**config.mk**
```make
export PLATFORM = sky130hd
export DESIGN_NAME = gosm_pin5
export DESIGN_NICKNAME = d
export VERILOG_FILES = /design/src/design/gosm_pkg.sv /design/src/design/gosm_pin5.sv
export VERILOG_INCLUDE_DIRS = /design/src /design/src/design
export SDC_FILE = /design/constraint.sdc
export NUM_CORES = 1
export LEC_CHECK = 0
export BUFFER_PORTS_ARGS = -buffer_cell sky130_fd_sc_hd__buf_2
export CAP_MARGIN = 0
export CORE_MARGIN = 8
export CORE_UTILIZATION = 54
export CTS_CLUSTER_SIZE = 40
export DETAILED_ROUTE_END_ITERATION = 7
export HOLD_SLACK_MARGIN = 0.15
export PLACE_DENSITY = 0.79
export REMOVE_ABC_BUFFERS = 1
export SYNTH_ARGS = -nofsm -noshare
export SYNTH_HDL_FRONTEND = slang
export SYNTH_SLANG_ARGS = --single-unit
```
**constraint.sdc**
```tcl
create_clock -name clk_in -period 2.3 [get_ports clk_in]
set_input_delay 0.115 -clock clk_in [delete_from_list [all_inputs] [get_ports clk_in]]
set_output_delay 0.115 -clock clk_in [all_outputs]
set_load 0.01 [all_outputs]
```
**src/design/gosm_defines.svh**
```systemverilog
`ifndef GOSM_DEFINES_SVH
`define GOSM_DEFINES_SVH

// register index as printed; byte address is four times it
`define GOSM_CTRL_IDX      8'h15
`define GOSM_CTRL_ADDR     8'h54
`define GOSM_CTRL_RESET    8'h00

// field positions inside the control byte
`define GOSM_SEL_HI        7
`define GOSM_SEL_LO        5
`define GOSM_SRC_HI        4
`define GOSM_SRC_LO        2
`define GOSM_VAL_BIT       1
`define GOSM_EN_BIT        0

// input synchroniser depth for pin-side status inputs
`define GOSM_SYNC_STAGES   3

`endif

```
**src/design/gosm_pkg.sv**
```systemverilog
package gosm_pkg;
	typedef enum logic [1:0] {
		GOSM_RESP_OKAY   = 2'b00,
		GOSM_RESP_SLVERR = 2'b10
	} gosm_resp_t;
endpackage

```
**src/design/gosm_pin5.sv**
```systemverilog
// What this block does
// source field: 0xx receive port, 100 status, 101 reserved, 11x transmit
// selection field picks a signal inside the current source group
// receive source: selections 000..011 forward remote pins 0..3
// receive source: 100 drives port lock, 101 drives port pass
// receive source: 110 drives frame valid, 111 drives line valid
// status source: 000 drives the register level bit
// status source: 001 drives OR of lock of enabled ports
// status source: 010 drives AND of lock of enabled ports
// status source: 011 drives AND of pass of enabled ports
// status source: 100 drives frame sync; 101..111 drive low
// source 11x picks transmit port by the low source bit
// transmit source: 000 AND, 001 OR of assigned ports' pass
// transmit source: 010 frame in progress, 011 line in progress
// transmit source: 100 merged multi-port data synchronized
// transmit source: 101 interrupt; 110 and 111 reserved, low
// register level bit drives pin when selected and enabled
// enable bit 1 drives the pin, 0 releases it
// control register resets to zero; all fields read and write
`timescale 1ns/10ps
`include "gosm_defines.svh"

module gosm_pin5 #(
	parameter int NUM_RX = 4,
	parameter int NUM_TX = 2
) (
	// clock and reset
	input  wire logic                      clk_in,
	input  wire logic                      srst_in,
	// axi4-lite write address and data
	input  wire logic [7:0]                s_axi_awaddr_in,
	input  wire logic                      s_axi_awvalid_in,
	output logic                           s_axi_awready_out,
	input  wire logic [31:0]               s_axi_wdata_in,
	input  wire logic [3:0]                s_axi_wstrb_in,
	input  wire logic                      s_axi_wvalid_in,
	output logic                           s_axi_wready_out,
	output gosm_pkg::gosm_resp_t           s_axi_bresp_out,
	output logic                           s_axi_bvalid_out,
	input  wire logic                      s_axi_bready_in,
	// axi4-lite read
	input  wire logic [7:0]                s_axi_araddr_in,
	input  wire logic                      s_axi_arvalid_in,
	output logic                           s_axi_arready_out,
	output logic [31:0]                    s_axi_rdata_out,
	output gosm_pkg::gosm_resp_t           s_axi_rresp_out,
	output logic                           s_axi_rvalid_out,
	input  wire logic                      s_axi_rready_in,
	// receive port status, from other clock domains
	input  wire logic [NUM_RX*4-1:0]       rx_remote_pin_in,
	input  wire logic [NUM_RX-1:0]         rx_lock_in,
	input  wire logic [NUM_RX-1:0]         rx_pass_in,
	input  wire logic [NUM_RX-1:0]         rx_frame_valid_in,
	input  wire logic [NUM_RX-1:0]         rx_line_valid_in,
	input  wire logic [NUM_RX-1:0]         rx_enabled_in,
	// device status
	input  wire logic                      frame_sync_pulse_in,
	// transmit port status
	input  wire logic [NUM_TX*NUM_RX-1:0]  tx_rx_assign_in,
	input  wire logic [NUM_TX-1:0]         tx_frame_active_in,
	input  wire logic [NUM_TX-1:0]         tx_line_active_in,
	input  wire logic [NUM_TX-1:0]         tx_synced_in,
	input  wire logic [NUM_TX-1:0]         tx_irq_in,
	// general pin 5 drive
	output logic                           general_pin_5_out,
	output logic                           general_pin_5_oe_out
);
	import gosm_pkg::*;

	localparam int NSYNC = NUM_RX * 9 + 1 + NUM_TX * 4;

	// ==========================================================
	// input synchronisers
	// ==========================================================
	// all status inputs but tx_rx_assign_in come from other domains; a change counts
	// once stages 2 and 3 agree, otherwise the old value holds
	logic [NSYNC-1:0] raw_w;
	logic [NSYNC-1:0] s1_r, s2_r, s3_r, flt_r;
	logic [NSYNC-1:0] s1_nxt, s2_nxt, s3_nxt, flt_nxt;

	assign raw_w = {rx_remote_pin_in, rx_lock_in, rx_pass_in,
		rx_frame_valid_in, rx_line_valid_in, rx_enabled_in,
		frame_sync_pulse_in, tx_frame_active_in, tx_line_active_in,
		tx_synced_in, tx_irq_in};

	always_comb begin
		s1_nxt = raw_w;
		s2_nxt = s1_r;
		s3_nxt = s2_r;
		flt_nxt = flt_r;
		for (int i = 0; i < NSYNC; i++) begin
			if (s2_r[i] == s3_r[i]) begin
				flt_nxt[i] = s3_r[i];
			end
		end
	end

	always_ff @(posedge clk_in) begin
		if (srst_in) begin
			s1_r <= '0;
			s2_r <= '0;
			s3_r <= '0;
			flt_r <= '0;
		end else begin
			s1_r <= s1_nxt;
			s2_r <= s2_nxt;
			s3_r <= s3_nxt;
			flt_r <= flt_nxt;
		end
	end

	logic [NUM_RX*4-1:0] rpin_w;
	logic [NUM_RX-1:0]   lock_w, pass_w, fv_w, lv_w, ena_w;
	logic                fsync_w;
	logic [NUM_TX-1:0]   tfv_w, tlv_w, tsyn_w, tirq_w;

	assign {rpin_w, lock_w, pass_w, fv_w, lv_w, ena_w, fsync_w,
		tfv_w, tlv_w, tsyn_w, tirq_w} = flt_r;

	// ==========================================================
	// control register and axi4-lite slave
	// ==========================================================
	logic [7:0]  ctrl_r, ctrl_nxt;
	logic        aw_got_r, w_got_r, bvalid_r, rvalid_r;
	logic        aw_got_nxt, w_got_nxt, bvalid_nxt, rvalid_nxt;
	logic [7:0]  awaddr_r, awaddr_nxt;
	logic [7:0]  wdata_r, wdata_nxt;
	logic        wstrb0_r, wstrb0_nxt;
	gosm_resp_t  bresp_r, bresp_nxt, rresp_r, rresp_nxt;
	logic [31:0] rdata_r, rdata_nxt;

	// one write at a time: address and data are refused while a
	// response is pending, which keeps the slave state trivial
	assign s_axi_awready_out = !aw_got_r && !bvalid_r;
	assign s_axi_wready_out  = !w_got_r && !bvalid_r;
	assign s_axi_arready_out = !rvalid_r;
	assign s_axi_bvalid_out  = bvalid_r;
	assign s_axi_bresp_out   = bresp_r;
	assign s_axi_rvalid_out  = rvalid_r;
	assign s_axi_rresp_out   = rresp_r;
	assign s_axi_rdata_out   = rdata_r;

	always_comb begin
		ctrl_nxt = ctrl_r;
		aw_got_nxt = aw_got_r;
		w_got_nxt = w_got_r;
		awaddr_nxt = awaddr_r;
		wdata_nxt = wdata_r;
		wstrb0_nxt = wstrb0_r;
		bvalid_nxt = bvalid_r;
		bresp_nxt = bresp_r;
		rvalid_nxt = rvalid_r;
		rresp_nxt = rresp_r;
		rdata_nxt = rdata_r;
		if (s_axi_awvalid_in && s_axi_awready_out) begin
			aw_got_nxt = 1'b1;
			awaddr_nxt = s_axi_awaddr_in;
		end
		if (s_axi_wvalid_in && s_axi_wready_out) begin
			w_got_nxt = 1'b1;
			wdata_nxt = s_axi_wdata_in[7:0];
			wstrb0_nxt = s_axi_wstrb_in[0];
		end
		if (aw_got_r && w_got_r) begin
			aw_got_nxt = 1'b0;
			w_got_nxt = 1'b0;
			bvalid_nxt = 1'b1;
			if (awaddr_r[7:2] == 6'(`GOSM_CTRL_IDX)) begin
				bresp_nxt = GOSM_RESP_OKAY;
				// all fields writable
				if (wstrb0_r) begin
					ctrl_nxt = wdata_r;
				end
			end else begin
				bresp_nxt = GOSM_RESP_SLVERR;
			end
		end else if (bvalid_r && s_axi_bready_in) begin
			bvalid_nxt = 1'b0;
		end
		if (s_axi_arvalid_in && s_axi_arready_out) begin
			rvalid_nxt = 1'b1;
			if (s_axi_araddr_in[7:2] == 6'(`GOSM_CTRL_IDX)) begin
				rresp_nxt = GOSM_RESP_OKAY;
				rdata_nxt = {24'h000000, ctrl_r};
			end else begin
				rresp_nxt = GOSM_RESP_SLVERR;
				rdata_nxt = 32'h00000000;
			end
		end else if (rvalid_r && s_axi_rready_in) begin
			rvalid_nxt = 1'b0;
		end
	end

	always_ff @(posedge clk_in) begin
		if (srst_in) begin
			// reset to zero
			ctrl_r <= `GOSM_CTRL_RESET;
			aw_got_r <= 1'b0;
			w_got_r <= 1'b0;
			awaddr_r <= 8'h00;
			wdata_r <= 8'h00;
			wstrb0_r <= 1'b0;
			bvalid_r <= 1'b0;
			bresp_r <= GOSM_RESP_OKAY;
			rvalid_r <= 1'b0;
			rresp_r <= GOSM_RESP_OKAY;
			rdata_r <= 32'h00000000;
		end else begin
			ctrl_r <= ctrl_nxt;
			aw_got_r <= aw_got_nxt;
			w_got_r <= w_got_nxt;
			awaddr_r <= awaddr_nxt;
			wdata_r <= wdata_nxt;
			wstrb0_r <= wstrb0_nxt;
			bvalid_r <= bvalid_nxt;
			bresp_r <= bresp_nxt;
			rvalid_r <= rvalid_nxt;
			rresp_r <= rresp_nxt;
			rdata_r <= rdata_nxt;
		end
	end

	// ==========================================================
	// output source mux
	// ==========================================================
	logic [2:0] sel_w, src_w;
	logic       lvl_w, en_w;

	assign sel_w = ctrl_r[`GOSM_SEL_HI:`GOSM_SEL_LO];
	assign src_w = ctrl_r[`GOSM_SRC_HI:`GOSM_SRC_LO];
	assign lvl_w = ctrl_r[`GOSM_VAL_BIT];
	assign en_w  = ctrl_r[`GOSM_EN_BIT];

	// per transmit port: AND and OR of pass over assigned ports
	logic [NUM_TX-1:0] tx_and_w, tx_or_w;
	genvar g;
	generate
		for (g = 0; g < NUM_TX; g++) begin : g_tx
			logic [NUM_RX-1:0] asg_w;
			assign asg_w = tx_rx_assign_in[g*NUM_RX +: NUM_RX];
			// assigned pass
			assign tx_and_w[g] = &(pass_w | ~asg_w);
			assign tx_or_w[g]  = |(pass_w & asg_w);
		end
	endgenerate

	logic pin_nxt, pin_r, oe_r;
	logic [1:0] rxi_w;
	logic       txi_w;

	assign rxi_w = src_w[1:0];
	// low bit picks transmit port
	assign txi_w = src_w[0];

	// group then selection
	always_comb begin
		pin_nxt = 1'b0;
		// source decode
		unique case (src_w)
			3'h0, 3'h1, 3'h2, 3'h3: begin
				unique case (sel_w)
					// remote pins
					3'h0, 3'h1, 3'h2, 3'h3: begin
						pin_nxt = rpin_w[rxi_w*4 + sel_w[1:0]];
					end
					// lock and pass
					3'h4: pin_nxt = lock_w[rxi_w];
					3'h5: pin_nxt = pass_w[rxi_w];
					// frame and line valid
					3'h6: pin_nxt = fv_w[rxi_w];
					3'h7: pin_nxt = lv_w[rxi_w];
				endcase
			end
			3'h4: begin
				unique case (sel_w)
					// register level
					3'h0: pin_nxt = lvl_w;
					// any lock
					3'h1: pin_nxt = |(lock_w & ena_w);
					// all lock
					3'h2: pin_nxt = &(lock_w | ~ena_w);
					// all pass
					3'h3: pin_nxt = &(pass_w | ~ena_w);
					// frame sync, rest low
					3'h4: pin_nxt = fsync_w;
					3'h5, 3'h6, 3'h7: pin_nxt = 1'b0;
				endcase
			end
			3'h5: pin_nxt = 1'b0;
			3'h6, 3'h7: begin
				unique case (sel_w)
					3'h0: pin_nxt = tx_and_w[txi_w];
					3'h1: pin_nxt = tx_or_w[txi_w];
					// frame and line in progress
					3'h2: pin_nxt = tfv_w[txi_w];
					3'h3: pin_nxt = tlv_w[txi_w];
					// merged data synchronized
					3'h4: pin_nxt = tsyn_w[txi_w];
					// interrupt, rest low
					3'h5: pin_nxt = tirq_w[txi_w];
					3'h6, 3'h7: pin_nxt = 1'b0;
				endcase
			end
		endcase
	end

	always_ff @(posedge clk_in) begin
		if (srst_in) begin
			pin_r <= 1'b0;
			oe_r <= 1'b0;
		end else begin
			pin_r <= pin_nxt;
			// drive enable
			oe_r <= en_w;
		end
	end

	// pin level is forced low while released so the pad sees no glitch
	assign general_pin_5_out    = pin_r & oe_r;
	assign general_pin_5_oe_out = oe_r;

endmodule

```
### Yosys cells after proc, flatten, opt, wreduce, memory -nomap -nowiden

Cells that the tools add are included.

* $add $sub $neg: 1
* multiply operators: 0
* divide/modulo/power cells: 0
* $lt $le $gt $ge: 3
* eq/ne operators: 61
* shift-type cells: 0
* multiplexer cells: 33
* bitwise operators: 11
* reductions and logical operators: 30

Operator list (number)
* equality test 1 bit: 45
* equality test 3 bit (second input constant): 8
* two-way mux 1 bit: 21
* OR reduction 4 bit: 5
* OR 4 bit: 4
* AND reduction 4 bit: 4
* AND 4 bit: 3
* equality test 3 x 2 -> 1 bit (second input constant): 4
* equality test 6 x 5 -> 1 bit (second input constant): 2
* NOT 4 bit: 3
* binary-select mux 1 bit (select 2 bit): 4
* logical AND 1 bit: 8
* two-way mux 8 bit: 1
* case mux 1 bit (7 select lines): 1
* equality test 3 x 1 -> 1 bit (second input constant): 2
* logical NOT 3 bit: 2
* case mux 1 bit (6 select lines): 1
* OR reduction 2 bit: 3
* adder 4 x 2 -> 5 bit: 1
* less-than comparator 5 bit (second input constant): 1
* case mux 1 bit (5 select lines): 1
* binary-select mux 1 bit (select 4 bit): 1
* logical NOT 1 bit: 4
* two-way mux 2 bit: 2
* other kinds (7): 8

* register bits: 247
* latch bits: 0
* bits in writable memories: 0
* ROM bits: 0
* bits of input ports: 112
* output and inout port bits: 43
* logic and storage cells: 200
* memories: 0

### Logic depth before layout (Yosys ltp)

Gate-level depths: netlist of the first run.

* word-level depth: 7
* depth in mapped cells: 7

### Worst setup path before layout of the first run

No wires, ideal clock.

* path type: register -> register
* from: reg ctrl_r[5]
* to: reg pin_r
* arrival: 1516 ps
* data required time: 2167 ps
* slack: 651 ps
* cell stages (with the launch flop): 7
* buffers on the path: 1
* period minus slack after synthesis: 1649 ps
* cells stage by stage: dfxtp_1 buf_6 mux4_1 mux2i_1 mux2i_1 o211ai_2 o2111ai_1

* longest elaborated chain between the ends: 5
* elaborated cells between the ends (all ways): 18
* those cells by class: 1 x add/sub; 7 x eq/ne; 6 x mux; 4 x reduce/logical

RTL lines
* from (decl): line gosm_pin5.sv:123 `logic [7:0] ctrl_r, ctrl_nxt;`
* from (signal assigned): line gosm_pin5.sv:197 `` ctrl_r <= `GOSM_CTRL_RESET; ``
* from (signal assigned): line gosm_pin5.sv:209 `ctrl_r <= ctrl_nxt;`
* adder 4 x 2 -> 5 bit: line gosm_pin5.sv:264 `pin_nxt = rpin_w[rxi_w*4 + sel_w[1:0]];`
* binary-select mux 1 bit (select 4 bit): line gosm_pin5.sv:264
* two-way mux 1 bit (implied by the code): line gosm_pin5.sv:264
* case mux 1 bit (5 select lines): line gosm_pin5.sv:261 `unique case (sel_w)`
* case mux 1 bit (4 select lines) (*): line gosm_pin5.sv:259 `unique case (src_w)`
* to (signal assigned): line gosm_pin5.sv:312 `pin_r <= pin_nxt;`
* to (decl): line gosm_pin5.sv:247 `logic pin_nxt, pin_r, oe_r;`

Mark *: on every way between the ends. The rest lies on a longest branch, timed or not. The select of a mux whose other input is x is not followed.
A chain may end at the register's enable or synchronous reset.

### Worst setup path after layout of the first run

Same ends and word-level chain as after synthesis.

==> results.json, run 1 <==
{
  "cp_slowest_stage_delay_ps": 650,
  "cp_cell_sequence": "mux4_1 -> o41ai_1 -> a311oi_1 -> o211ai_2 -> o2111ai_1",
  "status": "finished, final reports clean",
  "mostFrequentLayoutCell": "dfxtp_1",
  "placedCellCount": 975,
  "drv_slew": 0,
  "htree_levels": 1,
  "worstPathRequired_ps": 2670,
  "dp_hpwl_um": 8730,
  "ys_types": 42,
  "start_kind": "register",
  "hp-class": "primary input to register",
  "synth-simple-area-share_pct": 19.6,
  "maxCapViolCount": 0,
  "synth_area_um2": 7420,
  "cp.depth": 5,
  "setup_ws_ps": 286,
  "io_pins": 155,
  "grt_pass1_vias": 5253,
  "yosys_warnings": 0,
  "synth-edff-count": 0,
  "synthXorXnorAreaFrac_pct": 0,
  "fin_nets": 1001,
  "layout-drive-gt1-share_pct": 15.8,
  "gr-total-overflow": 0,
  "syn_avg_cell_area_um2": 10.2,
  "grt_max_degree": 213,
  "clk_path_buf_depth": 3,
  "timing.final.crit_share_pct": 87.6,
  "netlist_instances": 728,
  "cp_top_family": "flip-flops",
  "finalSetupTns_ps": 0,
  "core-area_um2": 13700,
  "fmax_mhz": 496,
  "ctsResizeCount": 0,
  "cp_slowest_cell": "dfxtp_1",
  "synth-seq-cells": 219,
  "die_y_um": 133,
  "fin_skew_ps": 13.8,
  "p_leak_nw": 3.73,
  "clock_sinks": 219,
  "worst-r2r-cell-count": 5,
  "drtAntennaViolNets": 0,
  "hold_viol_final": 0,
  "hold_depth": 3,
  "die_w_um": 133,
  "cts_tree": "yes",
  "synth_top_family_by_area": "simple AND/OR/NAND/NOR gates",
  "period_needed_ps": 2010,
  "p_per_area_nw_per_um2": 839,
  "clkSlewWorstSetupHoldPaths_ps": 60,
  "synthMuxAreaShare_pct": 5.35,
  "synth.yosys.seq_area_share_pct": 59.1,
  "area_growth_pct": 26.5,
  "drtPass1Iterations": 5,
  "ir_worst_vdd_mv": 0.693,
  "pre_cts_ws_ps": 273,
  "cts_root_buf": "clkbuf_16",
  "synth_fa_ha_area_share_pct": 0,
  "antenna_found_initial": 1,
  "grt.total_usage_pct": 16.3,
  "setup_viol": 0,
  "finalNonFillerCells": 1086,
  "fp.dieArea_um2": 17700,
  "avgViaCountPerCell": 4.86,
  "cp-end-kind": "register",
  "slew_headroom_pct": 44.1,
  "critPathKind": "register to register",
  "wl_per_cell_um": 13.4,
  "post_dp_cell_area_um2": 7950,
  "numCtsBuffers": 22,
  "num_vias": 5278,
  "worstMarginPinSlew_ps": 838,
  "synth_compound_area_share_pct": 10.8,
  "wl_um": 14500,
  "design_area_um2": 9390,
  "worstPathArrival_ps": 2380,
  "path_max_fanout": 10,
  "whs_ps": 159,
  "worst-path-buf-inv": 0,
  "routabilityCongestion": 0.803,
  "ys.flop_type": "dfxtp_1",
  "initial_core_util_pct": 54.3,
  "grt_pass1_wl_um": 24600,
  "port_buffers": 97,
  "clock_latency_ps": 490,
  "rsz0062_at_grt": "no",
  "drc": 0,
  "drt_iter0_drc": 240,
  "layout_common_cells": "dfxtp_1 (219), nor2b_1 (141), buf_2 (96)",
  "floorplan.rows": 43,
  "synthArstFlopShare_pct": 0
}
==> worst min-delay path, stage by stage <==
cell and delay [ps]:
buf_2 100, nand2_1 270, a21oi_1 110
==> flip-flops by register name (all words and copies together), names as in the netlist <==
name                  flops
flt_r                    45
s1_r                     45
s2_r                     45
s3_r                     45
ctrl_r                    8
s_axi_rdata_out           8
wdata_r                   8
awaddr_r                  6
aw_got_r                  1
general_pin_5_oe_out      1
pin_r                     1
s_axi_bresp_out           1
s_axi_bvalid_out          1
s_axi_rresp_out           1
s_axi_rvalid_out          1
w_got_r                   1
wstrb0_r                  1
==> Yosys cell counts (5+ instances only) <==
master     number  share of area, %
dfxtp_1       219                59
nor2b_1       141                12
nand2_1        69               3.5
a21oi_1        61               4.1
o21ai_0        47               3.2
nor2_1         31               1.6
clkbuf_1       29               1.5
buf_4          26               2.6
mux2i_1        19               2.6
a22oi_1        13               1.3
inv_1          11              0.56
mux4_1          7               2.5
a2111oi_0       5              0.59
==> cell type report <==
| class | count | area (µm²) |
|---|---|---|
| timing repair buffer | 172 | 1240 |
| multi-input combinational | 463 | 2750 |
| inverter | 11 | 41.3 |
| clock inverter | 7 | 73.8 |
| fill | 1001 | 4280 |
| clock buffer | 33 | 663 |
| antenna | 1 | 2.50 |
| tap | 180 | 225 |
| sequential | 219 | 4380 |
==> cell families (layout without fill, tap and decap cells) <==
family | after synthesis | in the layout
compound gates | 141 | 141
buf+inv | 71 | 223
flops | 219 | 219
mux | 28 | 28
other cells | 1 | 27
simple gates | 268 | 268
==> repair_timing <==
| action | CTS | global route |
|---|---|---|
| endpoints found under the hold margin | 77 | 0 |
| hold buffers | 70 | 0 |
| setup buffers | 0 | 0 |
==> where the power goes <==
part | internal, W | leakage [nW] | switching (W) | total (W)
clock network | 0.00211 | 0.362 | 0.00138 | 0.00350
registers | 0.00392 | 1.79 | 0.0000535 | 0.00397
logic | 0.000223 | 1.57 | 0.000185 | 0.000408
==> metrics by stage <==
stage	util, %	power [W]
2_1_floorplan	-	0.00419
3_3_place_gp	58.1	0.00435
3_5_place_dp	58.1	0.00436
4_1_cts	68.7	0.00795
5_1_grt	68.7	0.00821
6_report	68.7	0.00788
==> per-layer routing <==
layer / track usage, % / vias to the layer above / wire length [µm]
li1: - / 2709 / -
met1: 19.4 / 2403 / 6320
met2: 28.3 / 139 / 6970
met3: 4.18 / 27 / 955
met4: 4.62 / 0 / 283
met5: 0 / - / 0
==> worst paths after layout <==
path | start | endpoint | slack, ps
max | ctrl_r[5] | pin_r | 290
min | s_axi_wvalid_in | w_got_r | 160
max reg2reg | ctrl_r[5] | pin_r | 290
min reg2reg | s1_r[42] | s2_r[42] | 430
Note: power is estimated with default switching activity, not from simulation.
==> run 2, diff against run 1 <==
==> constraint.sdc (replaced) <==
create_clock -name clk_in -period 2.3 [get_ports clk_in]
set_input_delay 0.23 -clock clk_in [delete_from_list [all_inputs] [get_ports clk_in]]
set_output_delay 0.23 -clock clk_in [all_outputs]
set_load 0.01 [all_outputs]
==> results.json, run 2 (synthesis gave the netlist of run 1 again) <==
{
  "status": "finished, final reports clean",
  "setup_viol": 0,
  "numCtsBuffers": 22,
  "start_kind": "register",
  "layout-drive-gt1-share_pct": 15.9,
  "mostFrequentLayoutCell": "dfxtp_1",
  "period_needed_ps": 2050,
  "antenna_found_initial": 1,
  "p_int_w": 0.00625,
  "layout_common_cells": "dfxtp_1 (219), nor2b_1 (141), buf_2 (96)",
  "p_leak_nw": 3.76,
  "drt_iter0_drc": 331,
  "htree_levels": 1,
  "cp_slowest_stage_delay_ps": 630,
  "clock_sinks": 219,
  "core-area_um2": 13700,
  "die_w_um": 133,
  "hold_viol_final": 0,
  "post_cts_buffers": 0,
  "drv_slew": 0,
  "fin_skew_ps": 16.5,
  "area_growth_pct": 26.9,
  "port_buffers": 97,
  "worstPathRequired_ps": 2650,
  "fin_util_pct": 68.9,
  "rsz0062_at_grt": "no",
  "power_frac_seq_pct": 50.5,
  "maxCapViolCount": 0,
  "finalSetupTns_ps": 0,
  "timing.final.crit_share_pct": 89.2,
  "p_per_area_nw_per_um2": 836,
  "die_y_um": 133,
  "critPathKind": "register to register",
  "p_sw_share_pct": 20.6,
  "clock_power_share_pct": 44.3,
  "num_vias": 5303,
  "drc": 0,
  "cp_slowest_cell": "dfxtp_1",
  "grt_pass1_wl_um": 24500,
  "wl_um": 14900,
  "initial_core_util_pct": 54.3,
  "gr-total-overflow": 0,
  "avgViaCountPerCell": 4.87,
  "routabilityCongestion": 0.811,
  "fmax_mhz": 487,
  "wl_per_cell_um": 13.7,
  "clock_latency_ps": 500,
  "cp_top_family": "flip-flops",
  "drtPass1Iterations": 4,
  "worstMarginPinSlew_ps": 742,
  "fp.dieArea_um2": 17700,
  "cp-end-kind": "register",
  "io_pins": 155,
  "worst-path-buf-inv": 0,
  "cp_cell_sequence": "mux4_1 -> or4_1 -> o211ai_2 -> o2111ai_1",
  "slew_headroom_pct": 50.5,
  "ir_worst_vdd_mv": 0.591,
  "grt.total_usage_pct": 16.3,
  "n_fill_cell": 993,
  "switching_power_w": 0.00162,
  "hp-class": "primary input to register",
  "fin_nets": 1005,
  "clk_path_buf_depth": 3,
  "path_max_fanout": 10,
  "grt_pass1_vias": 5246,
  "floorplan.rows": 43,
  "p_comb_share_pct": 5.2,
  "dp_hpwl_um": 9040,
  "worstPathArrival_ps": 2400,
  "cts_root_buf": "clkbuf_16",
  "clkSlewWorstSetupHoldPaths_ps": 60,
  "grt_max_degree": 122,
  "cts_tree": "yes",
  "drtAntennaViolNets": 0
}
[run 2: changes by cell type in the layout (fill, tap and decap cells not counted), sizes merged]
| cell | before | now |
|---|---|---|
| clkinvlp | 1 | 0 |
| clkinv | 5 | 4 |
| buf | 102 | 104 |
| dlygate4sd3 | 70 | 72 |
[run 2: metrics by stage]
step | hold WS (ps) | total power (W) | setup WS (ps) | instances | cell area (µm²)
2_1_floorplan | 299 | 0.00419 | 303 | 693 | 7180
3_3_place_gp | 417 | 0.00435 | 296 | 977 | 7960
3_5_place_dp | 421 | 0.00436 | 257 | 977 | 7960
4_1_cts | 213 | 0.00794 | 233 | 1087 | 9420
5_1_grt | 261 | 0.00818 | 137 | 1088 | 9420
6_report | 241 | 0.00787 | 248 | 1088 | 9420
[run 2: final cells by class]
type,count,area (µm²),share of cell area (%)
clock buffer,33,662,7.03
clock inverter,5,72.6,0.771
antenna,1,2.50,0.0266
timing repair buffer,176,1280,13.6
inverter,11,41.3,0.438
multi-input combinational,463,2750,29.2
sequential,219,4380,46.6
tap,180,225,2.39
[run 2: layer usage]
metal | global-route usage [%] | routed length [µm] | part of all wire [%] | up-vias
met2 | 28.7 | 7280 | 49 | 146
met3 | 3.69 | 814 | 5.5 | 19
met5 | 0 | 0 | 0 | -
met4 | 5.18 | 240 | 1.6 | 0
met1 | 19.3 | 6550 | 44 | 2419
li1 | - | - | - | 2719
[run 2: path summary, 6_finish.rpt]
| kind | startpoint | end | slack (ps) | depth (start not counted) |
|---|---|---|---|---|
| min | s_axi_araddr_in[7] | s_axi_rresp_out[1] | 240 | 4 |
| max reg2reg | ctrl_r[5] | pin_r | 250 | 4 |
| max | ctrl_r[5] | pin_r | 250 | 4 |
| min reg2reg | s1_r[37] | s2_r[37] | 430 | 1 |
[run 2: timing repair]
item / in CTS / in global routing
gates resized for setup: 0 / 0
hold buffers: 72 / 0
setup endpoints to repair: 0 / 0
endpoints found under the hold margin: 72 / 0
[run 2: power by group through the flow]
stage / registers (W) / clock network, W / logic, W
after floorplan: 0.00404 / 0 / 0.000151
after global placement: 0.00405 / 0 / 0.000303
after detailed placement: 0.00405 / 0 / 0.000308
after CTS: 0.00397 / 0.00357 / 0.000402
after global routing: 0.00398 / 0.00375 / 0.000455
final: 0.00397 / 0.00349 / 0.000411
[run 2: worst register-to-register path: stages (launching register included)]
cell and delay, ps:
dfxtp_1 630, mux4_1 620, or4_1 450, o211ai_2 80, o2111ai_1 140
